===== src/hw/slmif_pkg.sv =====
// constants, code tables and register map for the serial marker inserter and framer
package slmif_pkg;

  // ==========================================================================
  // register map (byte addresses) and control field layout
  localparam logic [3:0]  SLMIF_OFS_CTRL     = 4'h0;
  localparam logic [3:0]  SLMIF_OFS_STATUS   = 4'h4;
  localparam logic [3:0]  SLMIF_OFS_RXCHAR   = 4'h8;
  localparam int          SLMIF_CB_FIFO_N    = 0;
  localparam int          SLMIF_CB_CODEC_N   = 1;
  localparam int          SLMIF_CB_WIDTH8    = 2;
  localparam int          SLMIF_CB_SPEED     = 3;
  localparam int          SLMIF_CB_RANGE     = 4;
  localparam int          SLMIF_CB_FRAMER    = 5;
  localparam int          SLMIF_CB_KEEP_LO   = 6;
  localparam logic [7:0]  SLMIF_CTRL_RESET   = 8'h07;

  // ==========================================================================
  // timing and sizes
  localparam logic [1:0]  SLMIF_OVS_LAST     = 2'h3;   // four core cycles per line bit
  localparam logic [1:0]  SLMIF_OVS_SAMPLE   = 2'h2;   // mid-bit sample point
  localparam int          SLMIF_FIFO_DEPTH   = 16;
  localparam int          SLMIF_FIFO_AW      = 4;
  localparam logic [3:0]  SLMIF_LEN10        = 4'hA;
  localparam logic [3:0]  SLMIF_LEN12        = 4'hC;
  localparam logic [11:0] SLMIF_MULTI_ARM    = 12'h800;  // 2048 character clocks
  localparam logic [5:0]  SLMIF_SPAN_BITS    = 6'h32;    // 50-bit span for a comma pair
  localparam logic [5:0]  SLMIF_CHAR_BITS    = 6'h0A;
  localparam logic [3:0]  SLMIF_PH10_LAST    = 4'h9;

  // ==========================================================================
  // special characters as byte values (code group x.y packed as {y,x})
  localparam logic [7:0]  SLMIF_K23_7        = 8'hF7;    // cell marker
  localparam logic [7:0]  SLMIF_K27_7        = 8'hFB;    // expanded command marker
  localparam logic [7:0]  SLMIF_K29_7        = 8'hFD;    // serial address marker
  localparam logic [7:0]  SLMIF_K28_0        = 8'h1C;    // in-band rise
  localparam logic [7:0]  SLMIF_K28_3        = 8'h7C;    // in-band fall
  localparam logic [7:0]  SLMIF_K28_5        = 8'hBC;    // comma / fill
  localparam logic [9:0]  SLMIF_COMMA_NEG    = 10'h0FA;  // 0011111010
  localparam logic [9:0]  SLMIF_COMMA_POS    = 10'h305;  // 1100000101
  localparam logic [12:0] SLMIF_FILL12       = 13'h0C23; // 0110000100011
  localparam logic [1:0]  SLMIF_KEEP_ALL     = 2'h0;

  // ==========================================================================
  // 8b/10b sub-block tables, negative running disparity forms, bit a / f first
  localparam logic [5:0]  SLMIF_K28_6B       = 6'h0F;
  localparam logic [5:0]  SLMIF_D7_6B        = 6'h38;
  localparam logic [3:0]  SLMIF_X3_4B        = 4'hC;
  localparam logic [3:0]  SLMIF_A7_4B        = 4'h7;
  localparam logic [5:0]  SLMIF_TAB_6B [32]  = '{6'h27, 6'h1D, 6'h2D, 6'h31, 6'h35, 6'h29, 6'h19, 6'h38,
                                                6'h39, 6'h25, 6'h15, 6'h34, 6'h0D, 6'h2C, 6'h1C, 6'h17,
                                                6'h1B, 6'h23, 6'h13, 6'h32, 6'h0B, 6'h2A, 6'h1A, 6'h3A,
                                                6'h33, 6'h26, 6'h16, 6'h36, 6'h0E, 6'h2E, 6'h1E, 6'h2B};
  localparam logic [3:0]  SLMIF_TAB_4B [8]   = '{4'hB, 4'h9, 4'h5, 4'hC, 4'hD, 4'hA, 4'h6, 4'hE};

  // bit-clock multiplier, reported as twice the factor
  localparam logic [4:0]  SLMIF_MUL_W8 [3]   = '{5'h05, 5'h0A, 5'h14};
  localparam logic [4:0]  SLMIF_MUL_W10 [3]  = '{5'h06, 5'h0C, 5'h18};

endpackage


===== src/hw/slmif_core.sv =====
// marker inserter, serializer, deserializer, framer and decoder with register slave
//
// The Avalon-MM interface to the registers and the register addresses are this design's own decisions.
`timescale 1ns/100ps

// What this block does
// - start only inserts cell marker before character
// - start plus special inserts expanded command marker
// - start, special, violation insert address marker
// - address field follows eight or ten width
// - in-band edge inserts character ahead, data waits
// - rising sends K28.0, falling sends K28.3
// - byte-packed mode packs ten-bit characters into bytes
// - packed mode carries ten-bit expanded commands
// - pre-encoded mode queues words, sends them raw
// - speed and range pick bit multiplier
// - pre-encoded uses in-band and halt as data
// - empty pre-encoded FIFO sends fill characters
// - recover bit timing, assemble ten or twelve bits
// - framer enabled realigns boundary on comma
// - framer disabled never moves the boundary
// - over 2048 enabled characters selects multi mode
// - multi mode needs two aligned commas within 50
// - decoded characters go straight to output register
// - empty flag shows kept or dropped comma
// - every decoded character checked against coding rules
// - output holds data, violation and control bits
// - in eight-bit width, special select picks the special code table
module slmif_core
  import slmif_pkg::*;
(
  // clock and reset
  input  wire logic        i_core_clk,
  input  wire logic        i_resetn,
  // register slave
  input  wire logic [3:0]  i_avs_address,
  input  wire logic        i_avs_read,
  input  wire logic        i_avs_write,
  input  wire logic [31:0] i_avs_writedata,
  input  wire logic [3:0]  i_avs_byteenable,
  output logic      [31:0] o_avs_readdata,
  output logic             o_avs_waitrequest,
  // host transmit characters
  input  wire logic [9:0]  i_tx_char_bus,
  input  wire logic        i_tx_start_marker_in,
  input  wire logic        i_tx_special_select_n,
  input  wire logic        i_tx_violation_select,
  input  wire logic        i_tx_inband_signal_in,
  input  wire logic        i_tx_halt_in_n,
  input  wire logic        i_tx_stop_in_n,
  input  wire logic        i_tx_write_enable_n,
  output logic             o_tx_ready,
  // serial line
  output logic             o_tx_serial,
  input  wire logic        i_rx_serial,
  // host receive characters
  output logic      [11:0] o_rx_char_bus,
  output logic             o_rx_char_strobe,
  output logic             o_rx_char_clock,
  output logic             o_rx_empty_flag_n
);

  // ==========================================================================
  // coding functions
  function automatic logic [10:0] slmif_encode(input logic [7:0] b, input logic k, input logic rd);
    logic [5:0] s6;
    logic [3:0] s4;
    logic       rd6;
    logic       alt;
    s6 = (k && b[4:0] == SLMIF_K28_6B[4:0] + 5'h0D) ? SLMIF_K28_6B : SLMIF_TAB_6B[b[4:0]];
    if (rd && ($countones(s6) != 3 || s6 == SLMIF_D7_6B)) begin
      s6 = ~s6;
    end
    rd6 = ($countones(s6) != 3) ? ~rd : rd;
    alt = k || (!rd6 && (b[4:0] == 5'h11 || b[4:0] == 5'h12 || b[4:0] == 5'h14))
            || (rd6 && (b[4:0] == 5'h0B || b[4:0] == 5'h0D || b[4:0] == 5'h0E));
    s4 = (b[7:5] == 3'h7 && alt) ? SLMIF_A7_4B : SLMIF_TAB_4B[b[7:5]];
    if (rd6 ? ($countones(s4) != 2 || s4 == SLMIF_X3_4B) : (k && $countones(s4) == 2 && s4 != SLMIF_X3_4B)) begin
      s4 = ~s4;
    end
    return {(($countones(s4) != 2) ? ~rd6 : rd6), s6, s4};
  endfunction

  // returns {rd, violation, control, byte}
  function automatic logic [10:0] slmif_decode(input logic [9:0] c, input logic rd);
    logic [5:0] s6;
    logic [3:0] s4;
    logic [4:0] x;
    logic [2:0] y;
    logic       h6;
    logic       h4;
    logic       k;
    logic       bad;
    logic       rd6;
    s6 = c[9:4];
    s4 = (s6 == ~SLMIF_K28_6B && $countones(c[3:0]) == 2 && c[3:0] != SLMIF_X3_4B) ? ~c[3:0] : c[3:0];
    k = (s6 == SLMIF_K28_6B) || (s6 == ~SLMIF_K28_6B);
    x = k ? 5'h1C : 5'h00;
    y = 3'h0;
    h6 = k;
    h4 = 1'b0;
    for (int i = 0; i < 32; i++) begin
      if (s6 == SLMIF_TAB_6B[i] || (s6 == ~SLMIF_TAB_6B[i] &&
          ($countones(SLMIF_TAB_6B[i]) != 3 || SLMIF_TAB_6B[i] == SLMIF_D7_6B))) begin
        x = 5'(i);
        h6 = 1'b1;
      end
    end
    for (int j = 0; j < 8; j++) begin
      if (s4 == SLMIF_TAB_4B[j] || (s4 == ~SLMIF_TAB_4B[j] &&
          ($countones(SLMIF_TAB_4B[j]) != 2 || SLMIF_TAB_4B[j] == SLMIF_X3_4B))) begin
        y = 3'(j);
        h4 = 1'b1;
      end
    end
    if (s4 == SLMIF_A7_4B || s4 == ~SLMIF_A7_4B) begin
      y = 3'h7;
      h4 = 1'b1;
      k = k || x == 5'h17 || x == 5'h1B || x == 5'h1D || x == 5'h1E;
    end
    // a sub-block pushing disparity further the way it already leans is illegal
    bad = !h6 || !h4 || ($countones(s6) == 4 && rd) || ($countones(s6) == 2 && !rd);
    rd6 = ($countones(s6) == 4) ? 1'b1 : ($countones(s6) == 2) ? 1'b0 : rd;
    bad = bad || ($countones(s4) == 3 && rd6) || ($countones(s4) == 1 && !rd6);
    return {(($countones(s4) == 3) ? 1'b1 : ($countones(s4) == 1) ? 1'b0 : rd6), bad, k, y, x};
  endfunction

  // ==========================================================================
  // register slave: one wait state on every access
  logic [7:0]  ctrl_r;
  logic        ack_r;
  logic        multi_r;
  logic [11:0] rx_last_r;
  logic [4:0]  mul_code;
  logic        fifo_on;
  logic        enc_on;
  logic        w8;
  logic [1:0]  spd_idx;

  assign fifo_on = ctrl_r[SLMIF_CB_FIFO_N];
  assign enc_on  = ctrl_r[SLMIF_CB_CODEC_N];
  assign w8      = ctrl_r[SLMIF_CB_WIDTH8];
  assign o_avs_waitrequest = (i_avs_read || i_avs_write) && !ack_r;

  // multiplier choice from speed and range selects
  assign spd_idx  = ctrl_r[SLMIF_CB_SPEED] ? 2'h2 : {1'b0, ctrl_r[SLMIF_CB_RANGE]};
  assign mul_code = w8 ? SLMIF_MUL_W8[spd_idx] : SLMIF_MUL_W10[spd_idx];

  // access handshake
  always_ff @(posedge i_core_clk) begin
    if (!i_resetn) begin
      ack_r <= 1'b0;
    end else begin
      ack_r <= (i_avs_read || i_avs_write) && !ack_r;
    end
  end

  // control writes take effect on the edge that releases the master
  always_ff @(posedge i_core_clk) begin
    if (!i_resetn) begin
      ctrl_r <= SLMIF_CTRL_RESET;
    end else if (i_avs_write && ack_r && i_avs_address == SLMIF_OFS_CTRL && i_avs_byteenable[0]) begin
      ctrl_r <= i_avs_writedata[7:0];
    end
  end

  // read data is ready in the cycle waitrequest drops; unmapped reads return zero
  logic tx_full;
  logic tx_empty;
  always_ff @(posedge i_core_clk) begin
    if (!i_resetn) begin
      o_avs_readdata <= 32'h0000_0000;
    end else if (i_avs_read && !ack_r) begin
      unique case (i_avs_address)
        SLMIF_OFS_CTRL:   o_avs_readdata <= {24'h00_0000, ctrl_r};
        SLMIF_OFS_STATUS: o_avs_readdata <= {19'h0_0000, mul_code, 5'h00, tx_full, tx_empty, multi_r};
        SLMIF_OFS_RXCHAR: o_avs_readdata <= {20'h0_0000, rx_last_r};
        default:          o_avs_readdata <= 32'h0000_0000;
      endcase
    end
  end

  // ==========================================================================
  // transmit FIFO: entry is {violation, start, special, halt, in-band, data}
  logic [14:0] fifo_mem [SLMIF_FIFO_DEPTH];
  logic [4:0]  wr_ptr_r;
  logic [4:0]  rd_ptr_r;
  logic [14:0] head;
  logic        push;
  logic        pop;

  assign tx_empty   = wr_ptr_r == rd_ptr_r;
  assign tx_full    = wr_ptr_r == {~rd_ptr_r[4], rd_ptr_r[3:0]};
  assign o_tx_ready = !tx_full;   // host must not write while this is low
  assign push       = !i_tx_write_enable_n && !tx_full;
  assign head       = fifo_mem[rd_ptr_r[SLMIF_FIFO_AW-1:0]];

  // every word is queued whatever the coding mode
  always_ff @(posedge i_core_clk) begin
    if (push) begin
      fifo_mem[wr_ptr_r[SLMIF_FIFO_AW-1:0]] <= {i_tx_violation_select, i_tx_start_marker_in,
        i_tx_special_select_n, i_tx_halt_in_n, i_tx_inband_signal_in, i_tx_char_bus};
    end
  end

  always_ff @(posedge i_core_clk) begin
    if (!i_resetn) begin
      wr_ptr_r <= 5'h00;
      rd_ptr_r <= 5'h00;
    end else begin
      wr_ptr_r <= wr_ptr_r + 5'(push);
      rd_ptr_r <= rd_ptr_r + 5'(pop);
    end
  end

  // ==========================================================================
  // in-band signal: asynchronous level, synchronised before edge detection
  logic inb_s1_r;
  logic inb_s2_r;
  logic inb_prev_r;
  logic inb_pend_r;
  logic inb_lvl_r;
  logic inb_take;

  always_ff @(posedge i_core_clk) begin
    if (!i_resetn) begin
      inb_s1_r   <= 1'b0;
      inb_s2_r   <= 1'b0;
      inb_prev_r <= 1'b0;
      inb_pend_r <= 1'b0;
      inb_lvl_r  <= 1'b0;
    end else begin
      inb_s1_r   <= i_tx_inband_signal_in;
      inb_s2_r   <= inb_s1_r;
      inb_prev_r <= inb_s2_r;
      // a new edge wins over the slot that consumes the previous one
      if (inb_s2_r != inb_prev_r && enc_on) begin
        inb_pend_r <= 1'b1;
        inb_lvl_r  <= inb_s2_r;
      end else if (inb_take) begin
        inb_pend_r <= 1'b0;
      end
    end
  end

  // ==========================================================================
  // character selection and packing accumulator
  logic [17:0] acc_r;
  logic [4:0]  cnt_r;
  logic        acc_k_r;
  logic        rd_r;
  logic [17:0] acc_nxt;
  logic [4:0]  cnt_nxt;
  logic        acc_k_nxt;
  logic        rd_nxt;
  logic [11:0] sym;
  logic [3:0]  sym_len;
  logic        slot;
  logic        have;
  logic [7:0]  sel_byte;
  logic        sel_k;
  logic [10:0] enc;
  logic [17:0] merged;
  logic [9:0]  src;
  logic [7:0]  marker;

  always_comb begin
    pop = 1'b0;
    inb_take = 1'b0;
    acc_nxt = acc_r;
    cnt_nxt = cnt_r;
    acc_k_nxt = acc_k_r;
    sel_byte = SLMIF_K28_5;
    sel_k = 1'b1;
    sym_len = SLMIF_LEN10;
    // halt is a data bit in pre-encoded modes, so it only gates encoded reads
    have = !tx_empty && i_tx_stop_in_n && (head[11] || !enc_on);
    src = w8 ? {2'b00, head[7:0]} : head[9:0];
    merged = acc_r | (18'(src) << cnt_r);
    marker = 8'h00;
    if (fifo_on && enc_on && head[13] && !head[14]) begin
      marker = head[12] ? SLMIF_K27_7 : SLMIF_K23_7;
    end else if (fifo_on && enc_on && head[13] && head[12]) begin
      marker = SLMIF_K29_7;
    end
    if (enc_on) begin
      if (inb_pend_r) begin
        inb_take = slot;
        sel_byte = inb_lvl_r ? SLMIF_K28_0 : SLMIF_K28_3;
      end else if (cnt_r >= 5'h08) begin
        sel_byte = acc_r[7:0];
        sel_k = acc_k_r;
        acc_nxt = acc_r >> 8;
        cnt_nxt = cnt_r - 5'h08;
      end else if (have) begin
        pop = slot;
        if (marker != 8'h00) begin
          sel_byte = marker;
          acc_nxt = merged;
          cnt_nxt = cnt_r + (w8 ? 5'h08 : 5'h0A);
          acc_k_nxt = 1'b0;
        end else begin
          sel_byte = merged[7:0];
          sel_k = w8 && head[12];
          acc_nxt = merged >> 8;
          cnt_nxt = cnt_r + (w8 ? 5'h00 : 5'h02);
        end
      end
    end
    enc = slmif_encode(sel_byte, sel_k, rd_r);
    sym = {enc[9:0], 2'b00};
    rd_nxt = enc[10];
    if (!enc_on) begin
      rd_nxt = rd_r;
      pop = slot && have;
      if (have && w8) begin
        sym = {{<<{head[11], head[10], head[7:0]}}, 2'b00};
      end else if (have) begin
        sym = {<<{head[9:8], head[11], head[10], head[7:0]}};
        sym_len = SLMIF_LEN12;
      end else if (w8) begin
        rd_nxt = enc[10];  // K28.5 alternates disparity on its own
      end else begin
        sym = SLMIF_FILL12[12:1];
        sym_len = SLMIF_LEN12;
      end
    end
  end

  // ==========================================================================
  // serializer: first bit of a symbol sits at the top of the shift register
  logic [11:0] tx_sh_r;
  logic [1:0]  tx_ovs_r;
  logic [3:0]  tx_bit_r;
  logic [3:0]  tx_len_r;

  assign slot = tx_ovs_r == SLMIF_OVS_LAST && tx_bit_r == tx_len_r - 4'h1;
  assign o_tx_serial = tx_sh_r[11];

  always_ff @(posedge i_core_clk) begin
    if (!i_resetn) begin
      tx_sh_r  <= 12'h000;
      tx_ovs_r <= 2'h0;
      tx_bit_r <= 4'h0;
      tx_len_r <= SLMIF_LEN10;
      acc_r    <= 18'h0_0000;
      cnt_r    <= 5'h00;
      acc_k_r  <= 1'b0;
      rd_r     <= 1'b0;
    end else begin
      tx_ovs_r <= tx_ovs_r + 2'h1;
      if (slot) begin
        tx_sh_r  <= sym;
        tx_len_r <= sym_len;
        tx_bit_r <= 4'h0;
        acc_r    <= acc_nxt;
        cnt_r    <= cnt_nxt;
        acc_k_r  <= acc_k_nxt;
        rd_r     <= rd_nxt;
      end else if (tx_ovs_r == SLMIF_OVS_LAST) begin
        tx_sh_r  <= {tx_sh_r[10:0], 1'b0};
        tx_bit_r <= tx_bit_r + 4'h1;
      end
    end
  end

  // ==========================================================================
  // receive bit recovery: sample phase restarts on every line transition
  logic        rx_s1_r;
  logic        rx_s2_r;
  logic        rx_prev_r;
  logic [1:0]  rx_ph_r;
  logic        strobe;
  logic [11:0] rx_sh_r;
  logic [11:0] rx_sh_nxt;
  logic [3:0]  rx_bit_r;
  logic [3:0]  rx_len;
  logic        comma;
  logic        realign;
  logic        done;

  assign strobe    = rx_ph_r == SLMIF_OVS_SAMPLE;
  assign rx_sh_nxt = {rx_sh_r[10:0], rx_s2_r};
  assign rx_len    = (!enc_on && !w8) ? SLMIF_LEN12 : SLMIF_LEN10;

  always_ff @(posedge i_core_clk) begin
    if (!i_resetn) begin
      rx_s1_r   <= 1'b0;
      rx_s2_r   <= 1'b0;
      rx_prev_r <= 1'b0;
      rx_ph_r   <= 2'h0;
    end else begin
      rx_s1_r   <= i_rx_serial;
      rx_s2_r   <= rx_s1_r;
      rx_prev_r <= rx_s2_r;
      rx_ph_r   <= (rx_s2_r != rx_prev_r) ? 2'h0 : rx_ph_r + 2'h1;
    end
  end

  // ==========================================================================
  // framer: single comma, or an aligned pair once multi mode is armed
  logic [11:0] en_cnt_r;
  logic        cand_r;
  logic [5:0]  cand_age_r;
  logic [3:0]  cand_ph_r;
  logic        pair_ok;

  assign comma   = rx_sh_nxt[9:0] == SLMIF_COMMA_NEG || rx_sh_nxt[9:0] == SLMIF_COMMA_POS;
  assign pair_ok = cand_r && cand_ph_r == SLMIF_PH10_LAST
                   && cand_age_r < SLMIF_SPAN_BITS - SLMIF_CHAR_BITS;
  assign realign = strobe && comma && ctrl_r[SLMIF_CB_FRAMER] && (!multi_r || pair_ok);
  assign done    = strobe && (realign || rx_bit_r == rx_len - 4'h1);

  always_ff @(posedge i_core_clk) begin
    if (!i_resetn) begin
      rx_sh_r    <= 12'h000;
      rx_bit_r   <= 4'h0;
      cand_r     <= 1'b0;
      cand_age_r <= 6'h00;
      cand_ph_r  <= 4'h0;
    end else if (strobe) begin
      rx_sh_r    <= rx_sh_nxt;
      rx_bit_r   <= done ? 4'h0 : rx_bit_r + 4'h1;
      cand_age_r <= cand_age_r + 6'h01;
      cand_ph_r  <= (cand_ph_r == SLMIF_PH10_LAST) ? 4'h0 : cand_ph_r + 4'h1;
      if (cand_age_r >= SLMIF_SPAN_BITS) begin
        cand_r <= 1'b0;
      end
      // a comma that does not complete a pair starts a new candidate
      if (comma && multi_r && !pair_ok) begin
        cand_r     <= 1'b1;
        cand_age_r <= 6'h00;
        cand_ph_r  <= 4'h0;
      end else if (realign) begin
        cand_r <= 1'b0;
      end
    end
  end

  // multi mode arms after the framer has stayed enabled long enough
  always_ff @(posedge i_core_clk) begin
    if (!i_resetn) begin
      en_cnt_r <= 12'h000;
      multi_r  <= 1'b0;
    end else if (!ctrl_r[SLMIF_CB_FRAMER]) begin
      en_cnt_r <= 12'h000;
      multi_r  <= 1'b0;
    end else if (done) begin
      en_cnt_r <= (en_cnt_r == 12'hFFF) ? en_cnt_r : en_cnt_r + 12'h001;
      multi_r  <= en_cnt_r >= SLMIF_MULTI_ARM;
    end
  end

  // ==========================================================================
  // decoder and output register
  logic        rx_rd_r;
  logic [10:0] dec;
  logic [1:0]  keep;

  assign dec  = slmif_decode(rx_sh_nxt[9:0], rx_rd_r);
  assign keep = ctrl_r[SLMIF_CB_KEEP_LO+1:SLMIF_CB_KEEP_LO];

  always_ff @(posedge i_core_clk) begin
    if (!i_resetn) begin
      o_rx_char_bus     <= 12'h000;
      o_rx_empty_flag_n <= 1'b1;
      o_rx_char_strobe  <= 1'b0;
      o_rx_char_clock   <= 1'b0;
      rx_rd_r           <= 1'b0;
      rx_last_r         <= 12'h000;
    end else begin
      o_rx_char_strobe <= done;
      // character clock is the bit timing divided by the character length
      o_rx_char_clock  <= rx_bit_r < (rx_len >> 1);
      if (done && enc_on) begin
        o_rx_char_bus     <= {2'b00, dec[8], dec[9], dec[7:0]};
        rx_last_r         <= {2'b00, dec[8], dec[9], dec[7:0]};
        rx_rd_r           <= dec[10];
        o_rx_empty_flag_n <= !(dec[8] && dec[7:0] == SLMIF_K28_5 && keep != SLMIF_KEEP_ALL);
      end else if (done) begin
        o_rx_char_bus     <= (rx_len == SLMIF_LEN12) ? {<<{rx_sh_nxt}} : {2'b00, {<<{rx_sh_nxt[9:0]}}};
        rx_last_r         <= (rx_len == SLMIF_LEN12) ? {<<{rx_sh_nxt}} : {2'b00, {<<{rx_sh_nxt[9:0]}}};
        o_rx_empty_flag_n <= 1'b1;
      end
    end
  end

endmodule


===== config.mk =====
export PLATFORM = sky130hd
export DESIGN_NAME = slmif_core
export DESIGN_NICKNAME = d
export VERILOG_FILES = /design/src/hw/slmif_pkg.sv /design/src/hw/slmif_core.sv
export SDC_FILE = /design/constraint.sdc
export NUM_CORES = 1
export LEC_CHECK = 0
export BUFFER_PORTS_ARGS = -buffer_cell sky130_fd_sc_hd__clkbuf_2
export CAP_MARGIN = 20
export CORE_ASPECT_RATIO = 1.75
export CORE_MARGIN = 2
export CORE_UTILIZATION = 55
export DETAILED_ROUTE_END_ITERATION = 12
export PLACE_DENSITY = 0.8
export SYNTH_ARGS = -nofsm -noshare
export SYNTH_HDL_FRONTEND = slang
export SYNTH_SLANG_ARGS = --single-unit

===== constraint.sdc =====
create_clock -name i_core_clk -period 29.5 [get_ports i_core_clk]
set_input_delay 2.95 -clock i_core_clk [delete_from_list [all_inputs] [get_ports i_core_clk]]
set_output_delay 2.95 -clock i_core_clk [all_outputs]
set_load 0.1 [all_outputs]

Yosys cells after proc, flatten, opt, wreduce, memory -nomap -nowiden
Memories as Yosys holds them, arrays and structs flattened. A register that Yosys moved wholly into a read port is not among the register bits.
Index checks and enable logic that the tools add are counted.

storage, ports and cells
  RAM bits = 240
  ROM bits = 224
  memories = 3
  register bits = 162
  bits in latches = 0
  word-level logic and storage cells = 491

memories
  name             depth  bits a word  rd ports  clocked after Yosys merged registers in  wr ports  line               text
  fifo_mem         16     15           1         1                                        1         slmif_core.sv:185  logic [14:0] fifo_mem [SLMIF_FIFO_DEPTH];
  (no name shown)  32     6            1         0                                        0         slmif_core.sv:70   s6 = (k && b[4:0] == SLMIF_K28_6B[4:0] + 5'h0D) ? SLMIF_K28_6B : SLMIF_TAB_6B[b[4:0]];
  (no name shown)  8      4            1         0                                        0         slmif_core.sv:77   s4 = (b[7:5] == 3'h7 && alt) ? SLMIF_A7_4B : SLMIF_TAB_4B[b[7:5]];

operators by class
  $lt $le $gt $ge = 8
  bitwise gates (word level) = 13
  muxes and demuxes = 169
  multiply operators = 0
  shifts and indexed selects = 1
  add/sub/neg operators = 41
  equality and inequality tests = 106
  reduce and logical (&&, ||, !) cells = 116
  div/mod/pow operators = 0

operators by type and width
  cell                   count
  $mux W5                41
  $eq A6 B6 Y1 const B   25
  $eq A6 B5 Y1 const B   14
  $mux W12               7
  $mux W1                74
  $mux W8                7
  $mux W18               3
  $eq A4 B4 Y1 const B   11
  $eq A6 B4 Y1 const B   7
  $logic_and A1 B1 Y1    42
  $logic_or A1 B1 Y1     42
  $eq A5 B5 Y1 const B   8
  $mux W4                10
  $pmux W13 S3           1
  $mux W3                12
  $add A1 B1 Y2          17
  $eq A32 B3 Y1 const B  1
  $eq A32 B4 Y1 const B  1
  $ne A32 B3 Y1 const B  1
  $mux W10               3
  $mux W6                5
  $add A2 B2 Y3          7
  $bmux W5 S2            2
  $eq A4 B3 Y1 const B   5
  54 further kinds       108

Logic depth before layout (Yosys ltp)
  word-level depth = 49
  mapped depth = 61

Worst setup path before layout
No wires, ideal clock.

  path type = input-to-reg
  from = in i_tx_stop_in_n
  to = reg rd_r
  setup slack = 15978 ps
  arrival = 13452 ps
  required time = 29430 ps
  cell stages on the path = 53
  buffers on the path = 0
  cell sequence = o21ai_0 o21ai_0 nand2_1 a21oi_1 inv_1 ha_1 inv_1 nor2_1 a211oi_1 a31oi_1 a21oi_1 inv_1 fa_1 inv_1 fa_1 inv_1 ha_1 inv_1 (+17 left out) o31a_1 a21oi_1 inv_1 fa_1 ha_1 ha_1 nor3b_1 o41a_1 nand2_2 mux2i_4 xnor2_1 ha_1 ha_1 ha_1 nand2_1 xnor2_1 or3_1 a21oi_1

on the way
  longest elaborated chain between the ends = 44

ends and longest elaborated chain
  item                                                                     line               text
  start, declared                                                          slmif_core.sv:50   input wire logic i_tx_stop_in_n,
  $logic_and A1 B1 Y1 * (2 in series)                                      slmif_core.sv:277  have = !tx_empty && i_tx_stop_in_n && (head[11] || !enc_on);
  parallel branches: the longest is 42 deep, another holds $mem_v2 Z32 W6  --
  end signal, assigned                                                     slmif_core.sv:359  rd_r <= rd_nxt;
  end, declared                                                            slmif_core.sv:251  logic rd_r;

Every way passes the cells marked *. The select of a mux whose other input is x is not followed.
A chain may end at the register's enable or synchronous reset.

Worst setup path in the final report
Same ends and word-level chain as after synthesis.

==> metrics.txt <==
# TYPE chip_impl_metric gauge
chip_impl_info{name="status",value="finished, final reports clean"} 1
chip_impl_metric{name="p_int",unit="uW"} 884.0
chip_impl_metric{name="timing.setup.tns",unit="ps"} 0
chip_impl_metric{name="cts.htree.levels",unit=""} 2
chip_impl_info{name="dominantRegCellSynth",value="sky130_fd_sc_hd__edfxtp_1"} 1
chip_impl_metric{name="grt_overflow",unit=""} 0
chip_impl_metric{name="rr_worst_depth",unit=""} 58
chip_impl_metric{name="power.switching",unit="uW"} 292.5
chip_impl_metric{name="rows",unit=""} 91
chip_impl_metric{name="dieWidth",unit="um"} 146.6
chip_impl_metric{name="drt-met1-wl",unit="um"} 17030
chip_impl_metric{name="hpwlAfterDp",unit="um"} 35140
chip_impl_metric{name="synthesis.area",unit="mm^2"} 0.01956
chip_impl_info{name="worstSetupEndpointType",value="flip-flop"} 1
chip_impl_info{name="timing.hold.worst.class",value="flip-flop to flip-flop"} 1
chip_impl_metric{name="die-height",unit="um"} 253.5
chip_impl_info{name="critical_path.most_common_cell",value="sky130_fd_sc_hd__inv_1"} 1
chip_impl_metric{name="synthesis.instances",unit=""} 1781
chip_impl_metric{name="power_density",unit="mW/mm^2"} 54.60
chip_impl_metric{name="largest_net_degree_at_the_start_of_global_routing",unit=""} 67
chip_impl_metric{name="clock_net_sink_count",unit=""} 380
chip_impl_metric{name="gp_congestion",unit=""} 0.9479
chip_impl_metric{name="drt-wirelength-per-cell",unit="um"} 21.71
chip_impl_metric{name="port-buffer-count",unit=""} 65
chip_impl_metric{name="gr-usage-all-layers",unit=""} 0.2686
chip_impl_metric{name="vdd.ir_drop.worst",unit="V"} 0.00009940
chip_impl_metric{name="slew_headroom",unit=""} 0.2352
chip_impl_metric{name="post-cts-setup-buffer-count",unit=""} 0
chip_impl_metric{name="max_freq",unit="MHz"} 65.19
chip_impl_metric{name="cts_resized",unit=""} 0
chip_impl_metric{name="max_slew.worst_pin.slew",unit="ps"} 1139
chip_impl_metric{name="cts_max_path_buffers",unit=""} 3
chip_impl_metric{name="post_route_ant_nets",unit=""} 0
chip_impl_metric{name="grt_pass1_wl",unit="um"} 77840
chip_impl_metric{name="wl_met3",unit="um"} 2914
chip_impl_metric{name="synthArstFlopShare",unit=""} 0
chip_impl_metric{name="clkSlewWorstSetupHoldPaths",unit="ps"} 60
chip_impl_metric{name="wl",unit="um"} 50270
chip_impl_metric{name="drt_drc_violations_left",unit=""} 0
chip_impl_metric{name="area_growth",unit="%"} 10.14
chip_impl_metric{name="top_level_ports",unit=""} 112
chip_impl_metric{name="setup.reg_to_reg.worst_slack",unit="ps"} 14490
chip_impl_info{name="launch_instance_of_the_worst_min_delay_path",value="rx_ph_r[0]"} 1
chip_impl_metric{name="report.final.setup_viol",unit=""} 0
chip_impl_metric{name="placeableCoreArea",unit="mm^2"} 0.03518
chip_impl_metric{name="synth_edf_count",unit=""} 240
chip_impl_metric{name="final_layout_size_suffix_gt1_frac",unit=""} 0.1410
chip_impl_metric{name="dp_slack",unit="ps"} 13810
chip_impl_metric{name="antenna_found_initial",unit=""} 0
chip_impl_info{name="cts_root_buf",value="sky130_fd_sc_hd__clkbuf_16"} 1
chip_impl_metric{name="post-route-period-util",unit=""} 0.5200
chip_impl_metric{name="max_cap_violations",unit=""} 0
chip_impl_metric{name="tritoncts_buffer_count",unit=""} 36
chip_impl_metric{name="power.combinational.fraction",unit=""} 0.095
chip_impl_metric{name="fp.dieArea",unit="mm^2"} 0.03715
chip_impl_info{name="critical-path-slowest-cell",value="sky130_fd_sc_hd__a21oi_1"} 1
chip_impl_info{name="path_class",value="primary input to flip-flop"} 1
chip_impl_metric{name="vias_after_detailed_routing",unit=""} 14602
chip_impl_info{name="cp-start-kind",value="primary input"} 1
chip_impl_info{name="rsz_0062_raised_after_global_routing",value="no"} 1
chip_impl_metric{name="antenna_cells_inserted",unit=""} 0
chip_impl_metric{name="critPathMaxFanout",unit=""} 9
chip_impl_metric{name="cts_hold_buffers",unit=""} 0
chip_impl_metric{name="cp.arrival",unit="ps"} 15820
chip_impl_metric{name="cellLeakagePower",unit="nW"} 7.558
chip_impl_metric{name="report.final.slew_viol_count",unit=""} 0
chip_impl_metric{name="clock_power_share",unit=""} 0.416
chip_impl_info{name="top_layer_used",value="met4"} 1
chip_impl_metric{name="final.min_clock_period",unit="ps"} 15340
chip_impl_metric{name="post_drt_via_cell_ratio",unit=""} 6.305
chip_impl_metric{name="hold_path_depth",unit=""} 1
chip_impl_info{name="hold_end",value="rx_ph_r[0]"} 1
chip_impl_metric{name="num-nets-final",unit=""} 1945
chip_impl_metric{name="netlist-cell-type-count",unit=""} 105
chip_impl_metric{name="detail_route.iter0.violations",unit=""} 1226
chip_impl_metric{name="share_of_power_burned_in_registers",unit=""} 0.489
chip_impl_metric{name="synth_sequential_area_ratio",unit=""} 0.5117
chip_impl_metric{name="pre_antenna_drt_iters",unit=""} 5
chip_impl_metric{name="wl_met2",unit="um"} 26930
chip_impl_metric{name="sw_frac_of_total",unit=""} 0.2486
chip_impl_info{name="r2r-end",value="rd_r"} 1
chip_impl_metric{name="post-route-worst-setup-slack",unit="ps"} 14160
chip_impl_metric{name="ys_ff_latch",unit=""} 380
chip_impl_metric{name="cp.required",unit="ps"} 29980
chip_impl_metric{name="grt_pass1_vias",unit=""} 14541
chip_impl_metric{name="start_util",unit=""} 0.5560
chip_impl_metric{name="timing.final.hold_violations",unit=""} 0
chip_impl_info{name="cts_tree",value="done"} 1
chip_impl_metric{name="yosys_warnings",unit=""} 0
chip_impl_metric{name="max_stage_delay",unit="ps"} 800
chip_impl_metric{name="insertion_delay",unit="ps"} 570
chip_impl_info{name="rr_startpoint",value="rd_ptr_r[0]"} 1
chip_impl_metric{name="synth_area_per_cell",unit="um^2"} 10.98
chip_impl_metric{name="timing.clock.skew",unit="ps"} 25.29
==> placed cells by master (no fill, tap or decap), types with 11 or more instances in the layout <==
cell,count
sky130_fd_sc_hd__edfxtp_1,240
sky130_fd_sc_hd__nor2_1,210
sky130_fd_sc_hd__dfxtp_1,138
sky130_fd_sc_hd__nand2_1,129
sky130_fd_sc_hd__a21oi_1,124
sky130_fd_sc_hd__mux2i_1,73
sky130_fd_sc_hd__o21ai_0,66
sky130_fd_sc_hd__clkbuf_2,65
sky130_fd_sc_hd__inv_1,64
sky130_fd_sc_hd__ha_1,49
sky130_fd_sc_hd__mux4_2,48
sky130_fd_sc_hd__nand3_1,38
sky130_fd_sc_hd__clkbuf_16,37
sky130_fd_sc_hd__buf_4,36
sky130_fd_sc_hd__a211oi_1,34
sky130_fd_sc_hd__xnor2_1,29
sky130_fd_sc_hd__nor3_1,29
sky130_fd_sc_hd__nor2b_1,25
sky130_fd_sc_hd__xor2_1,24
sky130_fd_sc_hd__and2_1,23
sky130_fd_sc_hd__a22oi_1,21
sky130_fd_sc_hd__nand2b_1,19
sky130_fd_sc_hd__conb_1,19
sky130_fd_sc_hd__and3_1,18
sky130_fd_sc_hd__nand4_1,18
sky130_fd_sc_hd__a31oi_1,13
sky130_fd_sc_hd__mux2_2,12
sky130_fd_sc_hd__a221oi_1,12
sky130_fd_sc_hd__o211ai_1,11
sky130_fd_sc_hd__o22ai_1,11
sky130_fd_sc_hd__fa_1,11
==> worst max-delay path by stage <==
| stage | start | end | slack (ps) | cells past startpoint |
|---|---|---|---|---|
| 2_1_floorplan | i_tx_stop_in_n | rd_r | 15980 | 53 |
| 3_3_place_gp | i_tx_stop_in_n | rd_r | 13940 | 54 |
| 3_5_place_dp | i_tx_stop_in_n | rd_r | 13810 | 53 |
| 4_1_cts | i_tx_stop_in_n | rd_r | 14310 | 54 |
| 5_1_grt | i_tx_stop_in_n | rd_r | 13360 | 55 |
| 6_report | i_tx_stop_in_n | rd_r | 14160 | 54 |
==> through the flow <==
step / utilization / hold WS [ps] / instances / area (um^2) / power (mW)
finish: 0.6124 / 415.0 / 2316 / 21550 / 1.176
global route: 0.6124 / 438.8 / 2316 / 21550 / 1.215
CTS: 0.6124 / 412.4 / 2316 / 21550 / 1.181
detailed placement: 0.5763 / 403.5 / 2250 / 20280 / 0.6972
global placement: 0.5763 / 404.6 / 2250 / 20280 / 0.6941
floorplan: - / 391.6 / 1799 / 19630 / 0.6698
==> synth_stat cells, types with 5 or more instances <==
cell type | instances | area [um^2]
sky130_fd_sc_hd__buf_2 | 14 | 70.07
sky130_fd_sc_hd__fa_1 | 11 | 220.2
sky130_fd_sc_hd__nor2_1 | 211 | 792.0
sky130_fd_sc_hd__nand3b_1 | 5 | 37.54
sky130_fd_sc_hd__nand3_1 | 38 | 190.2
sky130_fd_sc_hd__o211a_1 | 8 | 80.08
sky130_fd_sc_hd__a22oi_1 | 21 | 157.7
sky130_fd_sc_hd__inv_1 | 65 | 244.0
sky130_fd_sc_hd__nor2b_1 | 25 | 156.4
sky130_fd_sc_hd__a221oi_1 | 12 | 105.1
sky130_fd_sc_hd__a221o_1 | 5 | 50.05
sky130_fd_sc_hd__or3_1 | 9 | 56.30
sky130_fd_sc_hd__a31oi_1 | 13 | 81.33
sky130_fd_sc_hd__edfxtp_1 | 240 | 7207
sky130_fd_sc_hd__xor2_1 | 24 | 210.2
sky130_fd_sc_hd__a21oi_1 | 124 | 620.6
sky130_fd_sc_hd__o21ai_0 | 67 | 335.3
sky130_fd_sc_hd__xnor2_1 | 29 | 254.0
sky130_fd_sc_hd__buf_4 | 23 | 172.7
sky130_fd_sc_hd__dfxtp_1 | 140 | 2803
sky130_fd_sc_hd__and3_1 | 18 | 112.6
sky130_fd_sc_hd__and2_1 | 23 | 143.9
sky130_fd_sc_hd__nor4_1 | 11 | 68.82
sky130_fd_sc_hd__a21o_1 | 5 | 37.54
sky130_fd_sc_hd__mux2i_1 | 73 | 730.7
sky130_fd_sc_hd__a211oi_1 | 34 | 255.2
sky130_fd_sc_hd__o31ai_1 | 8 | 60.06
sky130_fd_sc_hd__nor3_1 | 32 | 160.2
sky130_fd_sc_hd__clkbuf_1 | 59 | 221.5
sky130_fd_sc_hd__ha_1 | 49 | 613.1
sky130_fd_sc_hd__mux4_2 | 48 | 1081
sky130_fd_sc_hd__buf_1 | 14 | 52.55
sky130_fd_sc_hd__nand2_1 | 129 | 484.2
sky130_fd_sc_hd__o22ai_1 | 11 | 68.82
sky130_fd_sc_hd__o211ai_1 | 11 | 82.58
sky130_fd_sc_hd__mux2_2 | 12 | 135.1
sky130_fd_sc_hd__nand4_1 | 18 | 112.6
sky130_fd_sc_hd__nand2b_1 | 19 | 118.9
==> final cells by class <==
cell class	instances	area [um^2]
Fill cell	2710	13640
Tap cell	465	581.8
Inverter	69	259.0
Clock buffer	41	950.9
Clock inverter	25	319.1
Multi-Input combinational cell	1235	8822
Timing Repair Buffer	101	595.6
Sequential cell	380	10020
==> worst max-delay path: cells and delay by family <==
family / cells / cell delay [ps]
fa+ha+maj: 15 / 4870
compound gates: 12 / 3560
simple gates: 12 / 2050
xor+xnor: 3 / 800
mux: 1 / 350
buf+inv: 11 / 1210
==> registers in the layout, summed over array words and instances, names as in the netlist, 2 cells and up <==
| register | cells |
|---|---|
| fifo_mem | 240 |
| acc_r | 18 |
| o_avs_readdata | 13 |
| en_cnt_r | 12 |
| rx_last_r | 12 |
| tx_sh_r | 12 |
| rx_sh_r | 11 |
| ctrl_r | 8 |
| cand_age_r | 6 |
| rd_ptr_r | 5 |
| wr_ptr_r | 5 |
| cand_ph_r | 4 |
| cnt_r | 4 |
| rx_bit_r | 4 |
| tx_bit_r | 4 |
| rx_ph_r | 2 |
| tx_len_r | 2 |
| tx_ovs_r | 2 |
==> power by group through the flow <==
stage          logic, mW  clock network [mW]  registers, mW
2_1_floorplan     0.0827                   0          0.587
3_3_place_gp       0.108                   0          0.586
3_5_place_dp       0.110                   0          0.587
4_1_cts            0.111               0.495          0.575
5_1_grt            0.124               0.515          0.576
6_report           0.112               0.489          0.575
==> cell families after synthesis <==
group,Yosys count,share of synthesized area
buffers and inverters,184,0.04273
xor gates and xnor gates,54,0.02456
other,1,0.0001917
and+or+nand+nor,568,0.1373
DFF,380,0.5117
AOI/OAI and AO/OA,397,0.1385
adders and majority gates,61,0.04311
muxes,136,0.1018
==> per-layer routing <==
layer  vias to the layer above  GRT usage
met1                      7073     0.2729
met2                       624     0.5030
met4                         0     0.1764
met5                         -          0
li1                       6677          -
met3                       228    0.04506
Power figures use the tool's default switching activity.
